**config.mk**
```make
export PLATFORM = sky130hd
export DESIGN_NAME = serial_adc_conversion_port
export DESIGN_NICKNAME = d
export VERILOG_FILES = /design/src/hw/adc_port_pkg.sv /design/src/hw/pin_sync.sv /design/src/hw/serial_adc_conversion_port.sv
export VERILOG_INCLUDE_DIRS = /design/src /design/src/hw
export SDC_FILE = /design/constraint.sdc
export NUM_CORES = 1
export LEC_CHECK = 0
export ABC_AREA = 1
export BUFFER_PORTS_ARGS = -buffer_cell sky130_fd_sc_hd__buf_2
export CAP_MARGIN = 20
export CORE_UTILIZATION = 35
export DETAILED_ROUTE_END_ITERATION = 10
export PLACE_DENSITY = 0.53
export SETUP_SLACK_MARGIN = 0.02
export SLEW_MARGIN = 15
export SYNTH_ARGS = -nofsm -noshare
export SYNTH_HDL_FRONTEND = slang
export SYNTH_HIERARCHICAL = 1
export SYNTH_SLANG_ARGS = --single-unit
export TNS_END_PERCENT = 30
```
**constraint.sdc**
```tcl
create_clock -name MCLK -period 4.11 [get_ports MCLK]
set_input_delay 0.822 -clock MCLK [delete_from_list [all_inputs] [get_ports MCLK]]
set_output_delay 0.822 -clock MCLK [all_outputs]
set_load 0.02 [all_outputs]
```
**src/hw/adc_port_cfg.svh**
```systemverilog
/*
   Constants of the serial conversion port: result width, serial clock counts
   that place each command bit, the sampling window and every output bit.
   Assumes it is included by bare name from the package file only; the main module does not include it.
*/
// Functional notes
// RL1 - Select low opens a transaction.
// RL2 - Select high aborts conversion, enters standby.
// RL3 - Host raises select between conversions.
// RL4 - Serial clock alone times the conversion.
// RL5 - Command captured from serial input while selected.
// RL6 - Result shifted out one bit per clock.
// RL7 - Data-out changes on falling clock edges only; the code also clears it on deselect.
// RL8 - Sample window: fourth rise, 1.5 clocks.
// RL9 - Twelve-bit straight-binary result after sampling.
// RL10 - Input pairs single-ended or pseudo-differential.
// RL11 - Host keeps serial clock above 10kHz.
// RL12 - First rise with input high is start.
// RL13 - Mode bit then three channel bits.
// RL14 - Low null bit, then result MSB first.
// RL15 - Then LSB-first resend, then zeros forever.
// RL16 - Latch on rises; deselect discards command.
`ifndef ADC_PORT_CFG_SVH
`define ADC_PORT_CFG_SVH

// Converter result width in bits.
`define RES_BITS 12
// Clock period of the block and of the serial clock in the bench, in ns.
`define MCLK_PERIOD_NS 8
`define SCLK_BENCH_PERIOD_NS 64
// Rising edge counts after the start bit (start bit itself is count 0).
`define CNT_MODE 5'h01
`define CNT_CH_HIGH 5'h02
`define CNT_CH_MID 5'h03
`define CNT_CH_LOW 5'h04
// Falling edge after this rise closes the window and drives the null bit.
`define CNT_NULL 5'h05
// Rise counts whose following fall carries result bits.
`define CNT_MSB_FIRST 5'h06
`define CNT_MSB_LAST 5'h11
`define CNT_LSB_LAST 5'h1C
// Counter saturates here; zeros are shifted from this count on.
`define CNT_ZEROS 5'h1D
// Reset values of the pin outputs.
`define SDO_RESET 1'b0
`define STANDBY_RESET 1'b1

`endif

```
**src/hw/adc_port_pkg.sv**
```systemverilog
/*
   Types of the serial conversion port: sequencer states, the captured
   command and the analog multiplexer selection.
   Assumes nothing beyond the constants header.
*/
`include "adc_port_cfg.svh"

package adc_port_pkg;

   // Sequencer states: standby, hunting the start bit, command and result.
   typedef enum logic [1:0] {
      ST_IDLE = 2'b00,
      ST_HUNT = 2'b01,
      ST_ACTIVE = 2'b10
   } state_t;

   // Command word as received after the start bit.
   typedef struct packed {
      logic input_mode_bit;
      logic channel_select_bit_high;
      logic channel_select_bit_mid;
      logic channel_select_bit_low;
   } cmd_t;

   // Selection handed to the analog multiplexer.
   typedef struct packed {
      logic [2:0] pos;
      logic [2:0] neg;
      logic neg_to_ground;
   } mux_sel_t;

endpackage

```
**src/hw/pin_sync.sv**
```systemverilog
/*
   Two-flop synchroniser for a group of pins with edge detection.
   Assumes the pins are asynchronous to clk; edges show two cycles after the pin, with the level change.
*/
`timescale 1ns/1ps

module pin_sync #(
   parameter int W = 3
) (
   // Clock and reset.
   input wire logic clk,
   input wire logic rst_n,
   // Raw pins and their synchronised views.
   input wire logic [W-1:0] din,
   output logic [W-1:0] lvl,
   output logic [W-1:0] rise,
   output logic [W-1:0] fall
);

   logic [W-1:0] meta_reg; // First stage, read only by the second.
   logic [W-1:0] sync_reg; // Second stage, safe to use.
   logic [W-1:0] prev_reg; // Delayed copy for edge detection.

   generate
      if (W < 1)
      begin : g_bad_width
         $error("pin_sync needs at least one pin.");
      end
   endgenerate

   // The chain resets to zero so that a pin idling high gives a rise at start.
   always_ff @(posedge clk or negedge rst_n)
   begin
      if (!rst_n)
      begin
         meta_reg <= '0;
         sync_reg <= '0;
         prev_reg <= '0;
      end
      else
      begin
         meta_reg <= din;
         sync_reg <= meta_reg;
         prev_reg <= sync_reg;
      end
   end

   // Edges compare the settled stage against its delayed copy.
   assign lvl = sync_reg;
   assign rise = sync_reg & ~prev_reg;
   assign fall = ~sync_reg & prev_reg;

endmodule

```
**src/hw/serial_adc_conversion_port.sv**
```systemverilog
/*
   Serial port of a successive-approximation converter: start bit hunt,
   command capture, sampling window, null bit and bit-serial result.
   Assumes the select, serial clock and serial input pins are asynchronous
   and slow against MCLK (each serial clock phase spans several MCLK
   cycles), and that the converter core presents its code on CONV_CODE
   in the MCLK domain by the time the sampling window closes.
*/
`timescale 1ns/1ps

module serial_adc_conversion_port
   import adc_port_pkg::*;
#(
   parameter int RES_W = `RES_BITS
) (
   // Clock and reset.
   input wire logic MCLK,
   input wire logic RESETN,
   // Serial link pins.
   input wire logic SELECT_AND_SLEEP_N,
   input wire logic SCLK,
   input wire logic SDI,
   output logic SDO,
   output logic SDO_OE,
   // Converter core side.
   input wire logic [RES_W-1:0] CONV_CODE,
   output logic STANDBY,
   output logic SAMPLE_OPEN,
   output logic CONV_TAKE,
   output mux_sel_t MUX_SEL
);

   generate
      if (RES_W != `RES_BITS)
      begin : g_bad_res
         $error("Result width must match the bit schedule.");
      end
   endgenerate

   logic [2:0] pin_lvl; // Synchronised select, clock, data.
   logic [2:0] pin_rise; // Rising edges of the same.
   logic [2:0] pin_fall; // Falling edges of the same.
   logic sel_high; // Select released.
   logic sel_fall; // Select just pulled low.
   logic sclk_rise; // Serial clock rising edge seen.
   logic sclk_fall; // Serial clock falling edge seen.
   logic sdi_lvl; // Serial input, aligned with the clock view.
   state_t state_reg; // Sequencer state.
   logic [4:0] cnt_reg; // Rises counted since the start bit.
   cmd_t cmd_reg; // Captured command.
   logic [RES_W-1:0] code_reg; // Result held for shifting.
   logic out_bit; // Bit due on the next falling edge.
   logic [4:0] bit_idx; // Result index for the current count.

   // Pins cross into MCLK before anything reads them.
   pin_sync #(
      .W(3)
   ) u_pins (
      .clk(MCLK),
      .rst_n(RESETN),
      .din({SDI, SCLK, SELECT_AND_SLEEP_N}),
      .lvl(pin_lvl),
      .rise(pin_rise),
      .fall(pin_fall)
   );

   assign sel_high = pin_lvl[0];
   assign sel_fall = pin_fall[0];
   assign sclk_rise = pin_rise[1] & ~pin_lvl[0];
   assign sclk_fall = pin_fall[1] & ~pin_lvl[0];
   assign sdi_lvl = pin_lvl[2];

   // Sequencer. Only a fresh select fall leaves standby, so a select held
   // low since reset must first go high. A high select always wins.
   always_ff @(posedge MCLK or negedge RESETN)
   begin
      if (!RESETN)
      begin
         state_reg <= ST_IDLE;
      end
      else
      begin
         case (state_reg)
            ST_IDLE:
            begin
               if (sel_fall) // RL1
               begin
                  state_reg <= ST_HUNT;
               end
            end
            ST_HUNT:
            begin
               if (sel_high)
               begin
                  state_reg <= ST_IDLE; // RL2
               end
               else if (sclk_rise && sdi_lvl) // RL12
               begin
                  state_reg <= ST_ACTIVE;
               end
            end
            ST_ACTIVE:
            begin
               if (sel_high)
               begin
                  state_reg <= ST_IDLE; // RL2 RL16
               end
            end
            default:
            begin
               state_reg <= ST_IDLE;
            end
         endcase
      end
   end

   // Rise counter: the serial clock is the only pacing of the sequence.
   always_ff @(posedge MCLK or negedge RESETN)
   begin
      if (!RESETN)
      begin
         cnt_reg <= 5'h00;
      end
      else if (state_reg != ST_ACTIVE)
      begin
         cnt_reg <= 5'h00; // RL16
      end
      else if (sclk_rise && cnt_reg != `CNT_ZEROS) // RL4
      begin
         cnt_reg <= cnt_reg + 5'h01;
      end
   end

   // Command capture on rising edges; discarded whenever select rises.
   always_ff @(posedge MCLK or negedge RESETN)
   begin
      if (!RESETN)
      begin
         cmd_reg <= '0;
      end
      else if (sel_high)
      begin
         cmd_reg <= '0; // RL16
      end
      else if (state_reg == ST_ACTIVE && sclk_rise) // RL5 RL13
      begin
         case (cnt_reg + 5'h01)
            `CNT_MODE: cmd_reg.input_mode_bit <= sdi_lvl;
            `CNT_CH_HIGH: cmd_reg.channel_select_bit_high <= sdi_lvl;
            `CNT_CH_MID: cmd_reg.channel_select_bit_mid <= sdi_lvl;
            `CNT_CH_LOW: cmd_reg.channel_select_bit_low <= sdi_lvl;
            default: cmd_reg <= cmd_reg;
         endcase
      end
   end

   // Multiplexer set when the last channel bit arrives, just as the
   // window opens. Single-ended uses ground as the negative input;
   // pseudo-differential pairs even and odd channels, low bit picks polarity.
   always_ff @(posedge MCLK or negedge RESETN)
   begin
      if (!RESETN)
      begin
         MUX_SEL <= '0;
      end
      else if (state_reg == ST_ACTIVE && sclk_rise && cnt_reg + 5'h01 == `CNT_CH_LOW)
      begin
         if (cmd_reg.input_mode_bit) // RL10
         begin
            MUX_SEL.pos <= {cmd_reg.channel_select_bit_high,
                            cmd_reg.channel_select_bit_mid, sdi_lvl};
            MUX_SEL.neg <= 3'h0;
            MUX_SEL.neg_to_ground <= 1'b1;
         end
         else
         begin
            MUX_SEL.pos <= {cmd_reg.channel_select_bit_high,
                            cmd_reg.channel_select_bit_mid, sdi_lvl};
            MUX_SEL.neg <= {cmd_reg.channel_select_bit_high,
                            cmd_reg.channel_select_bit_mid, ~sdi_lvl};
            MUX_SEL.neg_to_ground <= 1'b0;
         end
      end
   end

   // Sampling window: opens on the fourth rise after the start bit and
   // closes on the fifth clock's falling edge, 1.5 serial clocks later.
   always_ff @(posedge MCLK or negedge RESETN)
   begin
      if (!RESETN)
      begin
         SAMPLE_OPEN <= 1'b0;
      end
      else if (state_reg != ST_ACTIVE || sel_high)
      begin
         SAMPLE_OPEN <= 1'b0; // RL2
      end
      else if (sclk_rise && cnt_reg + 5'h01 == `CNT_CH_LOW)
      begin
         SAMPLE_OPEN <= 1'b1; // RL8
      end
      else if (sclk_fall && cnt_reg == `CNT_NULL)
      begin
         SAMPLE_OPEN <= 1'b0; // RL8
      end
   end

   // Result latched from the core as the window closes.
   always_ff @(posedge MCLK or negedge RESETN)
   begin
      if (!RESETN)
      begin
         code_reg <= '0;
         CONV_TAKE <= 1'b0;
      end
      else
      begin
         CONV_TAKE <= 1'b0;
         if (state_reg == ST_ACTIVE && !sel_high && sclk_fall && cnt_reg == `CNT_NULL)
         begin
            code_reg <= CONV_CODE; // RL9
            CONV_TAKE <= 1'b1;
         end
      end
   end

   // Picks the bit for the next falling edge: MSB first, then the LSB-first
   // resend starting from bit one, then zeros.
   always_comb
   begin
      out_bit = 1'b0;
      bit_idx = 5'h00;
      if (cnt_reg >= `CNT_MSB_FIRST && cnt_reg <= `CNT_MSB_LAST)
      begin
         bit_idx = `CNT_MSB_LAST - cnt_reg; // RL14
         out_bit = code_reg[bit_idx[3:0]];
      end
      else if (cnt_reg > `CNT_MSB_LAST && cnt_reg <= `CNT_LSB_LAST)
      begin
         bit_idx = cnt_reg - `CNT_MSB_LAST; // RL15
         out_bit = code_reg[bit_idx[3:0]];
      end
   end

   // Data-out driver: moves only on falling edges; released on deselect.
   always_ff @(posedge MCLK or negedge RESETN)
   begin
      if (!RESETN)
      begin
         SDO <= `SDO_RESET;
         SDO_OE <= 1'b0;
      end
      else if (sel_high)
      begin
         SDO <= `SDO_RESET; // RL2
         SDO_OE <= 1'b0;
      end
      else if (state_reg == ST_ACTIVE && sclk_fall) // RL7
      begin
         if (cnt_reg == `CNT_NULL)
         begin
            SDO <= 1'b0; // RL14
            SDO_OE <= 1'b1;
         end
         else if (cnt_reg > `CNT_NULL)
         begin
            SDO <= out_bit; // RL6
         end
      end
   end

   // Standby indication follows the sequencer.
   always_ff @(posedge MCLK or negedge RESETN)
   begin
      if (!RESETN)
      begin
         STANDBY <= `STANDBY_RESET;
      end
      else
      begin
         STANDBY <= (state_reg == ST_IDLE) || sel_high; // RL2
      end
   end

   // Data-out never moves except on a falling edge or a deselect.
   a_sdo_fall_only: assert property (@(posedge MCLK) disable iff (!RESETN) // RL7
      $changed(SDO) |-> $past(sclk_fall || sel_high))
      else $error("Data-out changed away from a falling edge.");

   // Deselect puts everything in standby on the next cycle.
   a_deselect_standby: assert property (@(posedge MCLK) disable iff (!RESETN) // RL2
      sel_high |=> STANDBY && !SAMPLE_OPEN && !SDO_OE && state_reg == ST_IDLE)
      else $error("Deselect did not abort into standby.");

   // A rise with the input high while hunting starts the command.
   a_start_bit: assert property (@(posedge MCLK) disable iff (!RESETN) // RL12
      state_reg == ST_HUNT && !sel_high && sclk_rise && sdi_lvl
      |=> state_reg == ST_ACTIVE && cnt_reg == 5'h00)
      else $error("Start bit not taken.");

   // Leading zeros are ignored while hunting.
   a_leading_zero: assert property (@(posedge MCLK) disable iff (!RESETN) // RL12
      state_reg == ST_HUNT && !sel_high && sclk_rise && !sdi_lvl |=> state_reg == ST_HUNT)
      else $error("Leading zero left the hunt.");

   // Window opens on the fourth rise and is still open the cycle after.
   a_window_open: assert property (@(posedge MCLK) disable iff (!RESETN) // RL8
      state_reg == ST_ACTIVE && !sel_high && sclk_rise && cnt_reg == 5'h03
      |=> SAMPLE_OPEN ##1 SAMPLE_OPEN)
      else $error("Sampling window did not open on the fourth rise.");

   // Window closes only on the fifth clock's fall or on deselect.
   a_window_close: assert property (@(posedge MCLK) disable iff (!RESETN) // RL8
      $fell(SAMPLE_OPEN) |-> $past(sel_high || (sclk_fall && cnt_reg == `CNT_NULL)))
      else $error("Sampling window closed at the wrong moment.");

   // The driver turns on with the low null bit.
   a_null_bit: assert property (@(posedge MCLK) disable iff (!RESETN) // RL14
      $rose(SDO_OE) |-> !SDO && $past(cnt_reg) == `CNT_NULL && CONV_TAKE)
      else $error("Null bit wrong when output enabled.");

   // First result bit is the MSB of the latched code.
   a_msb_first: assert property (@(posedge MCLK) disable iff (!RESETN) // RL14
      state_reg == ST_ACTIVE && !sel_high && sclk_fall && cnt_reg == `CNT_MSB_FIRST
      |=> SDO == code_reg[RES_W-1])
      else $error("First result bit is not the MSB.");

   // Resend starts at bit one, and zeros follow it.
   a_lsb_resend: assert property (@(posedge MCLK) disable iff (!RESETN) // RL15
      state_reg == ST_ACTIVE && !sel_high && sclk_fall && cnt_reg == 5'h12
      |=> SDO == code_reg[1])
      else $error("LSB-first resend misaligned.");

   a_zero_tail: assert property (@(posedge MCLK) disable iff (!RESETN) // RL15
      state_reg == ST_ACTIVE && !sel_high && sclk_fall && cnt_reg == `CNT_ZEROS |=> !SDO)
      else $error("Tail after resend is not zero.");

endmodule

```
# == After elaboration in Yosys (flattened, before gate mapping) ==
# Index checks and enable logic that the tools add are counted.
# totals
regBits,42
latchBits,0
ram_bits,0
mem_bits_ro,0
out_inout_bits,12
word_cells,109
n_memories,0
# classes
add_sub_neg,3
mul,0
div_mod_pow,0
n_lt_le_gt_ge,7
n_eq_ne,12
n_shift,0
n_mux,31
bitwise_logic,8
reduce_logical,31
# ops
cell,n
1-bit two-way mux,19
2-bit nonzero test,7
1-bit logical AND,12
4-bit two-way mux,3
5-bit by 2-bit == test with 1-bit output (second input constant),2
5-bit by 3-bit == test with 1-bit output (second input constant),2
5-bit less-or-equal comparator (second input constant),2
4-bit by 5-bit less-than comparator with 1-bit output (second input constant),2
5-bit two-way mux,2
2-bit AND reduction,5
1-bit binary-select mux with 4-bit select,2
2-bit two-way mux,4
2-bit one-hot mux with 3 select lines,1
3-bit nonzero test,2
5-bit by 1-bit adder with 5-bit output (second input constant),1
5-bit by 1-bit == test with 1-bit output (second input constant),1
5-bit by 3-bit >= comparator with 1-bit output (second input constant),1
5-bit by 3-bit greater-than comparator with 1-bit output (second input constant),1
5-bit greater-than comparator (second input constant),1
5-bit != test (second input constant),1
2-bit AND,2
2-bit != test (second input constant),2
2-bit NOT,2
1-bit by 4-bit subtractor with 4-bit output (first input constant),1
11 further kinds,14

# == Logic depth before layout (Yosys ltp) ==
# logic_depth
word_depth,9
depth_mapped,15
ltp_nobuf,13

# == Modules after synthesis ==
# The synthesis kept the hierarchy.
# modules_own_cells
module,n_inst,cells_per_inst,area_per_inst_um2
serial_adc_conversion_port,1,256,1950.6
pin_sync,1,21,270.3

# == Worst setup path before layout ==
# No wires, ideal clock.
# synth_timing
path_type,register -> register
start,register cnt_reg[0]
end,register SDO
setup_time_ps,117
arrival_time_ps,1552
required_ps,3993
path_slack_ps,2441
stages_incl_launch_ff,15
n_path_buf,2
period_less_slack_ps,1669
path_cell_list,dfrtp_1 -> buf_4 -> inv_2 -> buf_6 -> ha_1 -> inv_1 -> nand3_1 -> nand2_1 -> nand2_1 -> nand2_1 -> nand2_1 -> nand2_1 -> nand2_1 -> nand3_1 -> nand2_1
# synth_between
elab_chain_len,9
word_cells_on_any_way,22
cone_classes,2 x add/sub; 5 x order compare; 1 x eq/ne; 10 x mux; 4 x reduce/logical
# synth_lines
element,line_no,text
"start, declared",serial_adc_conversion_port.sv:49,logic [4:0] cnt_reg;
"start signal, assigned",serial_adc_conversion_port.sv:130,cnt_reg <= cnt_reg + 5'h01;
4-bit by 1-bit subtractor with 4-bit output (no line),--,
1-bit binary-select mux with 4-bit select,serial_adc_conversion_port.sv:241,out_bit = code_reg[bit_idx[3:0]];
1-bit two-way mux (not written as such),serial_adc_conversion_port.sv:241,
1-bit two-way mux,serial_adc_conversion_port.sv:238,else if (cnt_reg > `CNT_MSB_LAST && cnt_reg <= `CNT_LSB_LAST)
1-bit two-way mux,serial_adc_conversion_port.sv:233,if (cnt_reg >= `CNT_MSB_FIRST && cnt_reg <= `CNT_MSB_LAST)
1-bit two-way mux,serial_adc_conversion_port.sv:265,else if (cnt_reg > `CNT_NULL)
1-bit two-way mux,serial_adc_conversion_port.sv:260,if (cnt_reg == `CNT_NULL)
1-bit two-way mux,serial_adc_conversion_port.sv:258,else if (state_reg == ST_ACTIVE && sclk_fall)
1-bit two-way mux,serial_adc_conversion_port.sv:253,else if (sel_high)
"end signal, assigned",serial_adc_conversion_port.sv:250,SDO <= `SDO_RESET;
"end signal, assigned",serial_adc_conversion_port.sv:255,SDO <= `SDO_RESET;
"end signal, assigned",serial_adc_conversion_port.sv:267,SDO <= out_bit;
"end, declared",serial_adc_conversion_port.sv:23,"output logic SDO,"
# Several ways; a longest one is shown, not always the timed one. The select of a mux whose other input is x is not followed.
# A chain may end at the register's enable or synchronous reset.

# == Worst setup path after layout ==
# layout_timing
start,register cnt_reg[1]
end,register code_reg[0]
# layout_between
elab_chain_len,2
# layout_lines
element,line_no,text
5-bit by 3-bit == test with 1-bit output (no line),--,
1-bit logical AND (no line),--,
"end signal, assigned",serial_adc_conversion_port.sv:213,code_reg <= '0;
"end signal, assigned",serial_adc_conversion_port.sv:221,code_reg <= CONV_CODE;
"end, declared",serial_adc_conversion_port.sv:51,logic [RES_W-1:0] code_reg;
# Every way passes these cells.

==> impl_metrics.ini <==
[run_status]
run_status = finished clean

[layout]
layout-drive-gt1-share_pct = 15.72
final_common_cell = nand2_1
final-seq-area_mm2 = 0.001052
final_nets = 325
areaGrowthSynthToFinish_pct = 13.47
fill_cells = 636
multi_input_area_um2 = 930.9
antennaDiodeCount = 0
layout_common_cells = nand2_1, dfrtp_1, inv_1
final_area_mm2 = 0.002466
largest_register_ffs = 12

[power]
finalPower_mw = 0.8266
powerDensity_mw_per_mm2 = 335.2
p_leak_nw = 1.328
ir_worst_vdd_mv = 0.1270

[placement]
place.gp.congestion = 0.8131
portBuffers = 28
dp_hpwl_um = 3259
placedInstanceArea_mm2 = 0.002354

[global_routing]
overflow = 0
antenna_found_initial = 0
grt_pass1_wl_um = 7783
grt_max_degree = 43
first_global_vias = 1640
grtUsageTotal_pct = 15.97

[hold_path]
hold_depth = 0
min_path_type = register to register

[setup_path]
crit_buf_inv = 3
crit_path_max_fanout = 14
reg2reg_from = cnt_reg[1]
crit_arrival_ps = 2250
cpMostUsedCell = nand2_1
cp-end-kind = register
cp-startpoint = cnt_reg[1]
path_class = register to register
reg2regPathDepth = 9
cp_num_cells = 9
cp-endpoint = code_reg[0]
crit-reg2reg-capture = code_reg[0]
cp.required_ps = 4300
cp_slowest_cell = dfrtp_1
cp-start-kind = register
path_delay_family = simple AND/OR/NAND/NOR gates
crit_chain = inv_1 > ha_1 > nand2_1 > inv_1 > nand2_1 > nor2_4 > inv_2 > nand2_1 > nand2_1
cpPeakStageDelay_ps = 480
rrSetupSlack_ps = 2050

[floorplanning]
ios = 29
die_area_mm2 = 0.006529
coreArea_mm2 = 0.005956
die_h_um = 80.80
initial_core_util_pct = 36.49
rows = 28
die_w_um = 80.80

[flow_run]
cap_violations = 0

[clock_tree]
root_buffer = clkbuf_8
clock_sinks = 42
cts.path.max_buffers = 2
ctsHoldBuffers = 0
path_clk_slew_ps = 80
cts_setup_buffers = 0
clock_latency_ps = 290
cts_tree = built
cts_resized = 0
htree_levels = 2
cts_buffers = 5

[drt]
detail_route.wirelength_um = 4368
wl_per_cell_um = 11.68
viasPerCell = 4.626
drtAntennaViolNets = 0
drtPass1Iterations = 4
drt_iter0_drc = 98
via_count = 1730
drcViolationCount = 0

[synthesis]
synth_cells = 270
syn_area_mm2 = 0.002173
synth_nets = 296
syn_avg_cell_area_um2 = 8.049
ys_warn_count = 6

[timing]
fmax_ghz = 0.4863
fin_crit_sh_pct = 50.03
finalMaxSlewViolations = 0
finalClockSkew_ps = 8.676
period_needed_ps = 2056
slew_headroom_pct = 37.70
rsz0062_at_grt = false
tightest_slew_ps = 934.5
setup_viol = 0
hold_violations = 0
fin_tns_setup_ps = 0
## metal layers
layer / wire, um / GRT usage [%]
met4: 37 / 5.357
met5: 0 / 0
met2: 2057 / 25.13
met1: 2137 / 21.57
met3: 136 / 3.708
## worst min path at each step
stage	start	slack, ps	to
after global routing	u_pins/meta_reg[2]	360	u_pins/lvl[2]
after floorplan	u_pins/meta_reg[0]	330	u_pins/lvl[0]
after global placement	u_pins/meta_reg[2]	330	u_pins/lvl[2]
after detailed placement	u_pins/meta_reg[2]	340	u_pins/lvl[2]
final	u_pins/meta_reg[2]	350	u_pins/lvl[2]
after CTS	u_pins/meta_reg[2]	350	u_pins/lvl[2]
## cell type report
class / count / area share [%]
inverters: 36 / 5.530
clock buffers: 6 / 3.349
well taps: 75 / 3.805
repair buffers: 28 / 5.682
multi-input cells: 186 / 37.75
clock inverters: 1 / 1.218
flip-flops and latches: 42 / 42.67
## power breakdown
part | switching (mW) | internal [mW] | total [mW]
clock network | 0.136 | 0.194 | 0.330
logic | 0.0429 | 0.0198 | 0.0627
registers | 0.00928 | 0.425 | 0.434
## stage by stage
| step | hold WS, ps | utilization, % | cells | setup slack [ps] |
|---|---|---|---|---|
| 2_1_floorplan | 331.2 | - | 270 | 2441 |
| 3_3_place_gp | 332.4 | 39.52 | 367 | 2059 |
| 3_5_place_dp | 335.6 | 39.52 | 367 | 2016 |
| 4_1_cts | 354.3 | 41.41 | 374 | 2005 |
| 5_1_grt | 363.1 | 41.41 | 374 | 1792 |
| 6_report | 350.2 | 41.41 | 374 | 2054 |
Note: power is estimated with default switching activity, not from simulation.
